`src/autoreclose_defs.vh`:
```
`ifndef AUTORECLOSE_DEFS_VH
`define AUTORECLOSE_DEFS_VH
// ==========================================
// timing
`define AR_CLK_MHZ        50
`define AR_MS_US          1000
`define AR_MS_CYCLES      (`AR_MS_US * `AR_CLK_MHZ)
// ==========================================
// register offsets
`define AR_CTRL           8'h00
`define AR_STATUS         8'h04
`define AR_INT_STATUS     8'h08
`define AR_INT_MASK       8'h0C
`define AR_PH_STEP        8'h10
`define AR_N_STEP         8'h14
`define AR_STEP_MEM       8'h18
`define AR_SEQ_RESET      8'h1C
`define AR_CMD            8'h20
`define AR_SHOT_BASE_HI   3'h2
// ==========================================
// field positions
`define AR_CTRL_EN        0
`define AR_CTRL_COORD     1
`define AR_CTRL_MAX_LO    2
`define AR_CTRL_MAX_HI    4
`define AR_CMD_CLR_LOCK   0
`define AR_SET_DEAD_HI    15
`define AR_SET_BLK_LO     16
`define AR_SET_BLK_HI     19
`define AR_SET_CRV_LO     20
`define AR_SET_CRV_HI     23
`define AR_EV_EXT         0
`define AR_EV_LOCK        1
`define AR_EV_CLOSE       2
`define AR_EV_RESET       3
// ==========================================
// reset values
`define AR_CTRL_RST       32'h0000_0010
`define AR_PH_STEP_RST    16'h0100
`define AR_N_STEP_RST     16'h0080
`define AR_STEP_MEM_RST   16'h0064
`define AR_SEQ_RESET_RST  16'h2710
`define AR_SHOTS          5
`endif

```
`src/shot_settings_mem.v`:
```
`timescale 1ns/1ps
`include "autoreclose_defs.vh"
// ==========================================
// per-shot settings store, entry 0 holds the initial settings
module shot_settings_mem (
   input  wire        hclk,
   input  wire        hresetn,
   input  wire        wr_en,
   input  wire [2:0]  wr_addr,
   input  wire [31:0] wr_data,
   input  wire [2:0]  bus_addr,
   output reg  [31:0] bus_data_r,
   input  wire [2:0]  seq_addr,
   output reg  [31:0] seq_data_r
);
   reg [31:0] mem_r [0:`AR_SHOTS-1];
   integer i;

   always @(posedge hclk or negedge hresetn) begin
      if (!hresetn) begin
         for (i = 0; i < `AR_SHOTS; i = i + 1) begin
            mem_r[i] <= 32'h0000_0000;
         end
         bus_data_r <= 32'h0000_0000;
         seq_data_r <= 32'h0000_0000;
      end else begin
         if (wr_en && wr_addr < `AR_SHOTS) begin
            mem_r[wr_addr] <= wr_data;
         end
         bus_data_r <= (bus_addr < `AR_SHOTS) ? mem_r[bus_addr] : 32'h0000_0000;
         seq_data_r <= (seq_addr < `AR_SHOTS) ? mem_r[seq_addr] : 32'h0000_0000;
      end
   end
endmodule

```
`src/autoreclose_zone_coordination.v`:
```
// Implementation choices: the address map and register access over AHB-Lite.
`timescale 1ns/1ps
`include "autoreclose_defs.vh"
// Operation
// - with coordination on, a current rise then fall means an external reclose
// - external reclose bumps shot count, switches settings, starts reset timer
// - further external recloses keep counting; reaching the maximum forces lockout
// - transient faults clear only through the ordinary sequence reset timer
// - a rise counts only when at or above its phase or neutral threshold
// - a remembered rise is dropped when no fall comes within step memory time
// - shots one to four each hold dead time and overcurrent settings
// - settings of shots above the programmed maximum are never used
// - overcurrent elements reset when breaker feedback shows the breaker open
// - when reclose conditions are met, issue close and advance shot counter
// - active shot settings block selected instantaneous elements
// - trip with reclose initiate recloses below maximum, else goes to lockout
// - reset timer expiry outside lockout zeroes shot counter and restores initial settings
// - programmed maximum shot count is the reclosures attempted before lockout
module autoreclose_zone_coordination #(
   parameter MS_CYCLES = `AR_MS_CYCLES
) (
   input  wire        hclk,
   input  wire        hresetn,
   input  wire        hsel,
   input  wire [31:0] haddr,
   input  wire [1:0]  htrans,
   input  wire        hwrite,
   input  wire [2:0]  hsize,
   input  wire [31:0] hwdata,
   input  wire        hready,
   output reg         hreadyout,
   output reg  [31:0] hrdata,
   output wire        hresp,
   input  wire        meas_valid,
   input  wire [15:0] phase_mag,
   input  wire [15:0] neutral_mag,
   input  wire        trip_ar,
   input  wire        bkr_closed,
   output reg         close_cmd,
   output reg         oc_reset,
   output reg         lockout,
   output reg         in_progress,
   output reg  [2:0]  shot_count,
   output reg  [3:0]  inst_block,
   output reg  [3:0]  curve_sel,
   output reg         irq
);
   localparam [1:0] ST_IDLE = 2'd0;
   localparam [1:0] ST_WAIT = 2'd1;
   localparam [1:0] ST_DEAD = 2'd2;
   localparam [1:0] ST_LOCK = 2'd3;
   localparam [31:0] MS_LAST_W = MS_CYCLES - 1;
   localparam [15:0] MS_LAST = MS_LAST_W[15:0];

   reg  [31:0] ctrl_r;
   reg  [3:0]  int_sts_r;
   reg  [3:0]  int_mask_r;
   reg  [15:0] ph_thr_r;
   reg  [15:0] n_thr_r;
   reg  [15:0] step_mem_r;
   reg  [15:0] seq_delay_r;
   reg  [7:0]  addr_r;
   reg         wr_pend_r;
   reg         rd_pend_r;
   reg         bkr_s1_r;
   reg         bkr_s2_r;
   reg         bkr_prev_r;
   reg  [15:0] pre_r;
   reg  [1:0]  state_r;
   reg  [2:0]  shot_r;
   reg  [15:0] dead_cnt_r;
   reg         rst_run_r;
   reg  [15:0] rst_cnt_r;
   reg  [3:0]  evt_r;
   reg         use_r;
   reg         clr_lock_r;
   reg  [2:0]  seq_addr;
   wire        ms_tick;
   wire        ar_en;
   wire        coord_en;
   wire [2:0]  max_shots;
   wire [1:0]  fall_v;
   wire        ext_reclose;
   wire [31:0] mag_all;
   wire [31:0] thr_all;
   wire [31:0] bus_mem_data;
   wire [31:0] seq_data;
   wire        addr_ph;
   wire        mem_wr;
   wire [2:0]  next_shot;

   assign hresp     = 1'b0;
   assign ar_en     = ctrl_r[`AR_CTRL_EN];
   assign coord_en  = ctrl_r[`AR_CTRL_COORD];
   assign max_shots = ctrl_r[`AR_CTRL_MAX_HI:`AR_CTRL_MAX_LO];
   assign ms_tick   = (pre_r == MS_LAST);
   assign addr_ph   = hsel & htrans[1] & hready;
   assign mem_wr    = wr_pend_r & (addr_r[7:5] == `AR_SHOT_BASE_HI);
   assign mag_all   = {neutral_mag, phase_mag};
   assign thr_all   = {n_thr_r, ph_thr_r};
   assign ext_reclose = |fall_v;
   assign next_shot = shot_r + 3'd1;

   // ==========================================
   // settings store
   shot_settings_mem u_mem (
      .hclk       (hclk),
      .hresetn    (hresetn),
      .wr_en      (mem_wr),
      .wr_addr    (addr_r[4:2]),
      .wr_data    (hwdata),
      .bus_addr   (haddr[4:2]),
      .bus_data_r (bus_mem_data),
      .seq_addr   (seq_addr),
      .seq_data_r (seq_data)
   );

   // shot being prepared while waiting for breaker open and during dead time, else active shot
   always @* begin
      if (state_r == ST_WAIT || state_r == ST_DEAD) begin
         seq_addr = next_shot;
      end else begin
         seq_addr = shot_r;
      end
      if (seq_addr > max_shots) begin
         seq_addr = 3'd0;
      end
   end

   // ==========================================
   // ahb-lite slave, writes zero wait, reads one wait
   always @(posedge hclk or negedge hresetn) begin
      if (!hresetn) begin
         addr_r      <= 8'h00;
         wr_pend_r   <= 1'b0;
         rd_pend_r   <= 1'b0;
         hreadyout   <= 1'b1;
         hrdata      <= 32'h0000_0000;
         ctrl_r      <= `AR_CTRL_RST;
         int_mask_r  <= 4'h0;
         ph_thr_r    <= `AR_PH_STEP_RST;
         n_thr_r     <= `AR_N_STEP_RST;
         step_mem_r  <= `AR_STEP_MEM_RST;
         seq_delay_r <= `AR_SEQ_RESET_RST;
         clr_lock_r  <= 1'b0;
      end else begin
         clr_lock_r <= 1'b0;
         wr_pend_r  <= 1'b0;
         if (addr_ph) begin
            addr_r    <= haddr[7:0];
            wr_pend_r <= hwrite;
            if (!hwrite) begin
               rd_pend_r <= 1'b1;
               hreadyout <= 1'b0;
            end
         end
         if (rd_pend_r) begin
            rd_pend_r <= 1'b0;
            hreadyout <= 1'b1;
            if (addr_r[7:5] == `AR_SHOT_BASE_HI) begin
               hrdata <= bus_mem_data;
            end else begin
               case (addr_r)
                  `AR_CTRL:       hrdata <= ctrl_r;
                  `AR_STATUS:     hrdata <= {24'h000000, rst_run_r, state_r, lockout,
                                             1'b0, shot_r};
                  `AR_INT_STATUS: hrdata <= {28'h0000000, int_sts_r};
                  `AR_INT_MASK:   hrdata <= {28'h0000000, int_mask_r};
                  `AR_PH_STEP:    hrdata <= {16'h0000, ph_thr_r};
                  `AR_N_STEP:     hrdata <= {16'h0000, n_thr_r};
                  `AR_STEP_MEM:   hrdata <= {16'h0000, step_mem_r};
                  `AR_SEQ_RESET:  hrdata <= {16'h0000, seq_delay_r};
                  default:        hrdata <= 32'h0000_0000;
               endcase
            end
         end
         if (wr_pend_r) begin
            case (addr_r)
               `AR_CTRL:      ctrl_r <= {27'h0000000, hwdata[4:0]};
               `AR_INT_MASK:  int_mask_r <= hwdata[3:0];
               `AR_PH_STEP:   ph_thr_r <= hwdata[15:0];
               `AR_N_STEP:    n_thr_r <= hwdata[15:0];
               `AR_STEP_MEM:  step_mem_r <= hwdata[15:0];
               `AR_SEQ_RESET: seq_delay_r <= hwdata[15:0];
               `AR_CMD:       clr_lock_r <= hwdata[`AR_CMD_CLR_LOCK];
               default:       clr_lock_r <= 1'b0;
            endcase
         end
      end
   end

   // ==========================================
   // interrupts, set wins over write-one-to-clear
   always @(posedge hclk or negedge hresetn) begin
      if (!hresetn) begin
         int_sts_r <= 4'h0;
         irq       <= 1'b0;
      end else begin
         if (wr_pend_r && addr_r == `AR_INT_STATUS) begin
            int_sts_r <= (int_sts_r & ~hwdata[3:0]) | evt_r;
         end else begin
            int_sts_r <= int_sts_r | evt_r;
         end
         irq <= |(int_sts_r & int_mask_r);
      end
   end

   // ==========================================
   // breaker feedback and millisecond tick
   always @(posedge hclk or negedge hresetn) begin
      if (!hresetn) begin
         bkr_s1_r   <= 1'b0;
         bkr_s2_r   <= 1'b0;
         bkr_prev_r <= 1'b0;
         oc_reset   <= 1'b0;
         pre_r      <= 16'h0000;
      end else begin
         bkr_s1_r   <= bkr_closed;
         bkr_s2_r   <= bkr_s1_r;
         bkr_prev_r <= bkr_s2_r;
         oc_reset   <= bkr_prev_r & ~bkr_s2_r;
         pre_r      <= ms_tick ? 16'h0000 : pre_r + 16'h0001;
      end
   end

   // ==========================================
   // step detectors, phase and neutral
   genvar g;
   generate
      for (g = 0; g < 2; g = g + 1) begin : step
         reg  [15:0] prev_r;
         reg         armed_r;
         reg  [15:0] mem_cnt_r;
         wire [15:0] cur;
         wire [15:0] thr;
         wire        rise;
         wire        fall;
         assign cur  = mag_all[g*16 +: 16];
         assign thr  = thr_all[g*16 +: 16];
         assign rise = meas_valid & (cur > prev_r) & ((cur - prev_r) >= thr);
         assign fall = meas_valid & armed_r & (prev_r > cur) & ((prev_r - cur) >= thr);
         assign fall_v[g] = fall & coord_en;
         always @(posedge hclk or negedge hresetn) begin
            if (!hresetn) begin
               prev_r    <= 16'h0000;
               armed_r   <= 1'b0;
               mem_cnt_r <= 16'h0000;
            end else begin
               if (meas_valid) begin
                  prev_r <= cur;
               end
               if (!coord_en || ext_reclose) begin
                  armed_r <= 1'b0;
               end else if (rise) begin
                  armed_r   <= 1'b1;
                  mem_cnt_r <= 16'h0000;
               end else if (armed_r && ms_tick) begin
                  if (mem_cnt_r >= step_mem_r) begin
                     armed_r <= 1'b0;
                  end else begin
                     mem_cnt_r <= mem_cnt_r + 16'h0001;
                  end
               end
            end
         end
      end
   endgenerate

   // ==========================================
   // reclose sequencer
   always @(posedge hclk or negedge hresetn) begin
      if (!hresetn) begin
         state_r    <= ST_IDLE;
         shot_r     <= 3'd0;
         dead_cnt_r <= 16'h0000;
         rst_run_r  <= 1'b0;
         rst_cnt_r  <= 16'h0000;
         evt_r      <= 4'h0;
         close_cmd  <= 1'b0;
      end else begin
         evt_r     <= 4'h0;
         close_cmd <= 1'b0;
         if (rst_run_r && ms_tick) begin
            if (rst_cnt_r >= seq_delay_r) begin
               rst_run_r <= 1'b0;
               if (state_r != ST_LOCK) begin
                  shot_r <= 3'd0;
                  state_r <= ST_IDLE;
                  evt_r[`AR_EV_RESET] <= 1'b1;
               end
            end else begin
               rst_cnt_r <= rst_cnt_r + 16'h0001;
            end
         end
         case (state_r)
            ST_IDLE: begin
               if (ar_en && trip_ar) begin
                  if (!rst_run_r) begin
                     rst_run_r <= 1'b1;
                     rst_cnt_r <= 16'h0000;
                  end
                  if (shot_r < max_shots) begin
                     state_r <= ST_WAIT;
                  end else begin
                     state_r <= ST_LOCK;
                     evt_r[`AR_EV_LOCK] <= 1'b1;
                  end
               end else if (ar_en && ext_reclose) begin
                  shot_r    <= next_shot;
                  rst_run_r <= 1'b1;
                  rst_cnt_r <= 16'h0000;
                  evt_r[`AR_EV_EXT] <= 1'b1;
                  if (next_shot >= max_shots) begin
                     state_r <= ST_LOCK;
                     evt_r[`AR_EV_LOCK] <= 1'b1;
                  end
               end
            end
            ST_WAIT: begin
               if (!bkr_s2_r) begin
                  state_r    <= ST_DEAD;
                  dead_cnt_r <= 16'h0000;
               end
            end
            ST_DEAD: begin
               if (bkr_s2_r) begin
                  state_r <= ST_IDLE;
               end else if (ms_tick) begin
                  // whole ticks only, so a dead time never ends early
                  if (dead_cnt_r >= seq_data[`AR_SET_DEAD_HI:0]) begin
                     close_cmd <= 1'b1;
                     shot_r    <= next_shot;
                     state_r   <= ST_IDLE;
                     evt_r[`AR_EV_CLOSE] <= 1'b1;
                  end else begin
                     dead_cnt_r <= dead_cnt_r + 16'h0001;
                  end
               end
            end
            ST_LOCK: begin
               if (clr_lock_r) begin
                  state_r   <= ST_IDLE;
                  shot_r    <= 3'd0;
                  rst_run_r <= 1'b0;
               end
            end
            default: begin
               state_r <= ST_IDLE;
            end
         endcase
      end
   end

   // ==========================================
   // status and active settings outputs
   always @(posedge hclk or negedge hresetn) begin
      if (!hresetn) begin
         lockout     <= 1'b0;
         in_progress <= 1'b0;
         shot_count  <= 3'd0;
         inst_block  <= 4'h0;
         curve_sel   <= 4'h0;
         use_r       <= 1'b0;
      end else begin
         lockout     <= (state_r == ST_LOCK);
         in_progress <= (state_r == ST_WAIT) || (state_r == ST_DEAD);
         shot_count  <= shot_r;
         use_r       <= (state_r == ST_IDLE) || (state_r == ST_LOCK);
         if (use_r) begin
            inst_block <= seq_data[`AR_SET_BLK_HI:`AR_SET_BLK_LO];
            curve_sel  <= seq_data[`AR_SET_CRV_HI:`AR_SET_CRV_LO];
         end
      end
   end
endmodule

```
`config.mk`:
```
export PLATFORM = sky130hd
export DESIGN_NAME = autoreclose_zone_coordination
export DESIGN_NICKNAME = d
export VERILOG_FILES = /design/src/shot_settings_mem.v /design/src/autoreclose_zone_coordination.v
export VERILOG_INCLUDE_DIRS = /design/src
export SDC_FILE = /design/constraint.sdc
export NUM_CORES = 1
export LEC_CHECK = 0
export BUFFER_PORTS_ARGS = -buffer_cell sky130_fd_sc_hd__buf_2
export CAP_MARGIN = 30
export CORE_MARGIN = 4
export CORE_UTILIZATION = 60
export DETAILED_ROUTE_END_ITERATION = 16
export GPL_TIMING_DRIVEN = 1
export PLACE_DENSITY = 0.79
export SLEW_MARGIN = 30
export SYNTH_ARGS = -nofsm -noshare
export SYNTH_HDL_FRONTEND = slang
export SYNTH_SLANG_ARGS = --single-unit
export TNS_END_PERCENT = 1
```
`constraint.sdc`:
```
create_clock -name hclk -period 9.65 [get_ports hclk]
set_input_delay 1.93 -clock hclk [delete_from_list [all_inputs] [get_ports hclk]]
set_output_delay 1.93 -clock hclk [all_outputs]
set_load 0.05 [all_outputs]
```
==> results.md <==
- CP Cell Sequence: buf_2 -> inv_1 -> ha_1 -> nor2b_1 -> o21ai_0 -> a21boi_0 -> o21ai_0 -> a21boi_0 -> o21ai_0 -> o21ai_0 -> xor2_1 -> ha_1 -> a21oi_1 -> o21ai_0 -> a211oi_1 -> nor3_4 -> a2111oi_4 -> nor2_1 -> a2111oi_2
- MaxCap Viol Count: 0
- Worst setup margin: 3118 ps
- Layout cells sized above 1: approximately 20%
- Mean number of vias per cell: about 6.3
- Synth Area in Simple Gates: roughly an eighth
- Adder-Cell Fraction of Synth Area: ~9.7%
- Avg Synthesized Cell Area: approximately 10 um^2
- Post-place instance area: just under 30000 um^2
- Die height: approximately 220 um
- Post-CTS Hold Buffers: 0
- First-pass GRT wire length: about 120 mm
- Yosys Warn Count: 0
- Starting Density: 61.08%
- Hold Path Cell Cnt: 0
- GRT overflow: 0
- P_leak: 14.53 nW
- EDFF count, synth: 0
- I/O Buffers: about 130
- Area of the multi-input gates: about 14000 um^2
- Worst EP required: a little over 10000 ps
- Share of the yosys chip area belonging to registers: 43.11%
- RePlAce Congestion: 0.9268
- Hold slack: between 300 and 400 ps
- Final #Nets: between 3000 and 4000
- Final min period: 6532 ps
- Top fanout value on the critical path: 9
- Main synth FF type: dfrtp_1
- Worst path most repeated cell: o21ai_0
- Register area: ~12000 um^2
- Clock transition at the registers of the reported paths: 60 ps
- Mapped Cells: 2757
- Critical path depth: 19
- Cell family with most CP delay: compound AO/OA/AOI/OAI gates
- Synth Area in XOR/XNOR: just under 3%
- Commonest non-fill, non-tap cell in the layout: dfrtp_1
- Power Dens Cells: 197.1 nW/um^2
- Crit path from: phase_mag[1]
- Core Footprint: 45670 um^2
- Crit path capture type: flop
- Setup crit start kind: primary input
- Number of fill cells: 3376
- Setup Crit Path Kind: in2reg
- Synth area leaders: dfrtp_1 (42%), mux2_2 (10%), ha_1 (9.4%)
- VDD IR-drop max: 0.1593 mV
- Critical path arrival: ~7000 ps
- Final WL: approximately 76 mm
- Hold Crit Start: bkr_s1_r
- Iteration-0 DRC Markers: about 2200
- Final Cycle Share: 67.69%
- Detailed-route DRC error count: 0
- CTS tree: built
- Synth Register Bits: 480
- RSZ-0062 raised after global routing: no
- R2r setup slk: between 4000 and 5000 ps
- Largest stage delay on the critical path: approximately 800 ps
- Later-pin clock latency in the skew report: about 610 ps
- Post-CTS sizing: 0
- Vias: roughly 22000
- HP Class: reg2reg
- Number of top-level pins: 159
- Slew @ Worst Pin: just under 1000 ps
- Run status: complete, no violations
- Die ar.: ~50000 um^2
- Final setup vio count: 0
- Slew Limit Fails: 0
- Sink Count: 480
- Area delta synth->final: 10.66%
- Cells on worst reg2reg path: 16
- Root Buffer: clkbuf_16
- Finished Layout Cells: 3486
- Row count: 78
- GRT Total Usage: between 20% and 30%
- Worst Path Buf+Inv: 2
- Setup Fix Bufs, Post-CTS: 0
- Bufs on Longest Clock Path: 3
- Slowest-stage cell, CP: a2111oi_4
- Final setup TNS: 0 ps
- Final Hold Fails: 0
- DR WL/cell: around 22 um
- Drt pass-1 iters: 8
- Routed Antenna Nets: 0
- Antenna violations before repair: 4
- Post-synth net total: just over 3000
- Final Core Density: 67.60%
- Compound-gate portion of the synthesized area: about 14%
- Worst R2R Start: step[0].prev_r[2]
- DP Wirelength: 52.20 mm
- # H-tree levels: 2
- Design area: just over 30000 um^2
- Cell taking the most area after synthesis: dfrtp_1
- Mux share of post-synthesis cell area: approximately an eighth
- Placed cells: around 3400
- TritonCTS Buffers: approximately 50
- Yosys cell types: 93
- Die width: about 220 um
- Slew margin rel.: 33.61%
- Achievable clock frequency: around 0.15 GHz
- DP Worst Slack: 2724 ps
- PnR Total Power: ~6.1 mW
- Synthesized area: ~28000 um^2
- Most frequent cells in the layout: dfrtp_1 (467), nand2_1 (289), mux2_2 (250)
- Post-synth top area share: between 40% and 50%
- Post-synth ARST share: 100.0%
- Clock Skews: between 40 and 50 ps
- Vias in the first global route: 22489
- Main combinational cell family by area after synthesis: compound AO/OA/AOI/OAI gates
- Largest net degree at the start of global routing: 176
==> layer usage <==
metal	global-route usage, %	routed length, um	part of all wire (%)	vias up
li1	-	-	-	9890
met1	39.24	30660	40	10973
met2	49.14	36170	48	966
met3	5.949	6344	8.3	195
met4	11.77	2779	3.7	4
met5	0	27	0.036	-
==> synth_stat cells, types with 15 or more instances <==
library cell,number
a211oi_1,15
a21o_1,56
a21oi_1,135
a221oi_1,18
a31oi_1,36
and2_1,15
and3_1,27
and4_1,16
buf_2,16
clkbuf_1,92
dfrtp_1,468
ha_1,210
inv_1,246
mux2_2,250
mux2i_1,17
mux4_2,32
nand2_1,290
nand2b_1,19
nand3_1,63
nand4_1,24
nor2_1,143
nor2b_1,15
nor3_1,26
nor4_1,18
o21ai_0,178
o22ai_1,27
xnor2_1,66
xor2_1,28
==> worst reg2reg max path, delay by kind of cell (launching register included) <==
family,cells,cell delay [ps]
AOI/OAI and AO/OA,11,3720
xor gates and xnor gates,1,170
adders and majority gates,2,700
DFF,1,390
and+or+nand+nor,2,290
==> cells by family after synthesis <==
logic type               after synthesis
multiplexers                         299
AND/OR/NAND/NOR                      695
buffers and inverters                373
flip-flops                           480
other                                  1
XOR/XNOR                              94
adder cells (fa/ha/maj)              214
AO/OA/AOI/OAI                        601
==> where the power goes <==
group	total, mW	switching (mW)	internal (mW)	leakage, nW
combinational	1.64	1.03	0.613	7.62
clock	2.05	0.856	1.19	0.848
sequential	2.40	0.172	2.22	6.07
total	6.09	2.06	4.03	14.5
==> worst paths after layout <==
| path | endpoint |
|---|---|
| min in group asynchronous | bkr_s1_r |
| hold reg to reg | bkr_s2_r |
| max in group asynchronous | u_mem.mem_r[145] |
| setup reg to reg | step[0].mem_cnt_r[4] |
| setup / recovery | step[0].mem_cnt_r[4] |
| hold / removal | bkr_s2_r |
==> state kept, by name, summed over array words and instances, names as in the netlist, 3 cells and up <==
name and count:
seq_delay_r 16, u_mem.mem_r 160, u_mem.seq_data_r 24, evt_r 4
int_mask_r 4, u_mem.bus_data_r 32, curve_sel 4, step_mem_r 16
ctrl_r 5, rst_cnt_r 16, hrdata 32, step.mem_cnt_r 32
ph_thr_r 16, int_sts_r 4, n_thr_r 16, shot_count 3
inst_block 4, shot_r 3, dead_cnt_r 16, addr_r 8
step.prev_r 32, pre_r 16
==> final cells by class <==
| class | count | share of cell area (%) |
|---|---|---|
| tap | 600 | 2.432 |
| sequential | 480 | 38.96 |
| clock inverter | 21 | 0.8916 |
| multi-input combinational | 1904 | 46.93 |
| clock buffer | 74 | 4.835 |
| inverter | 248 | 3.015 |
| timing repair buffer | 156 | 2.910 |
| antenna | 3 | 0.02432 |
(Power assumes the default switching activity.)
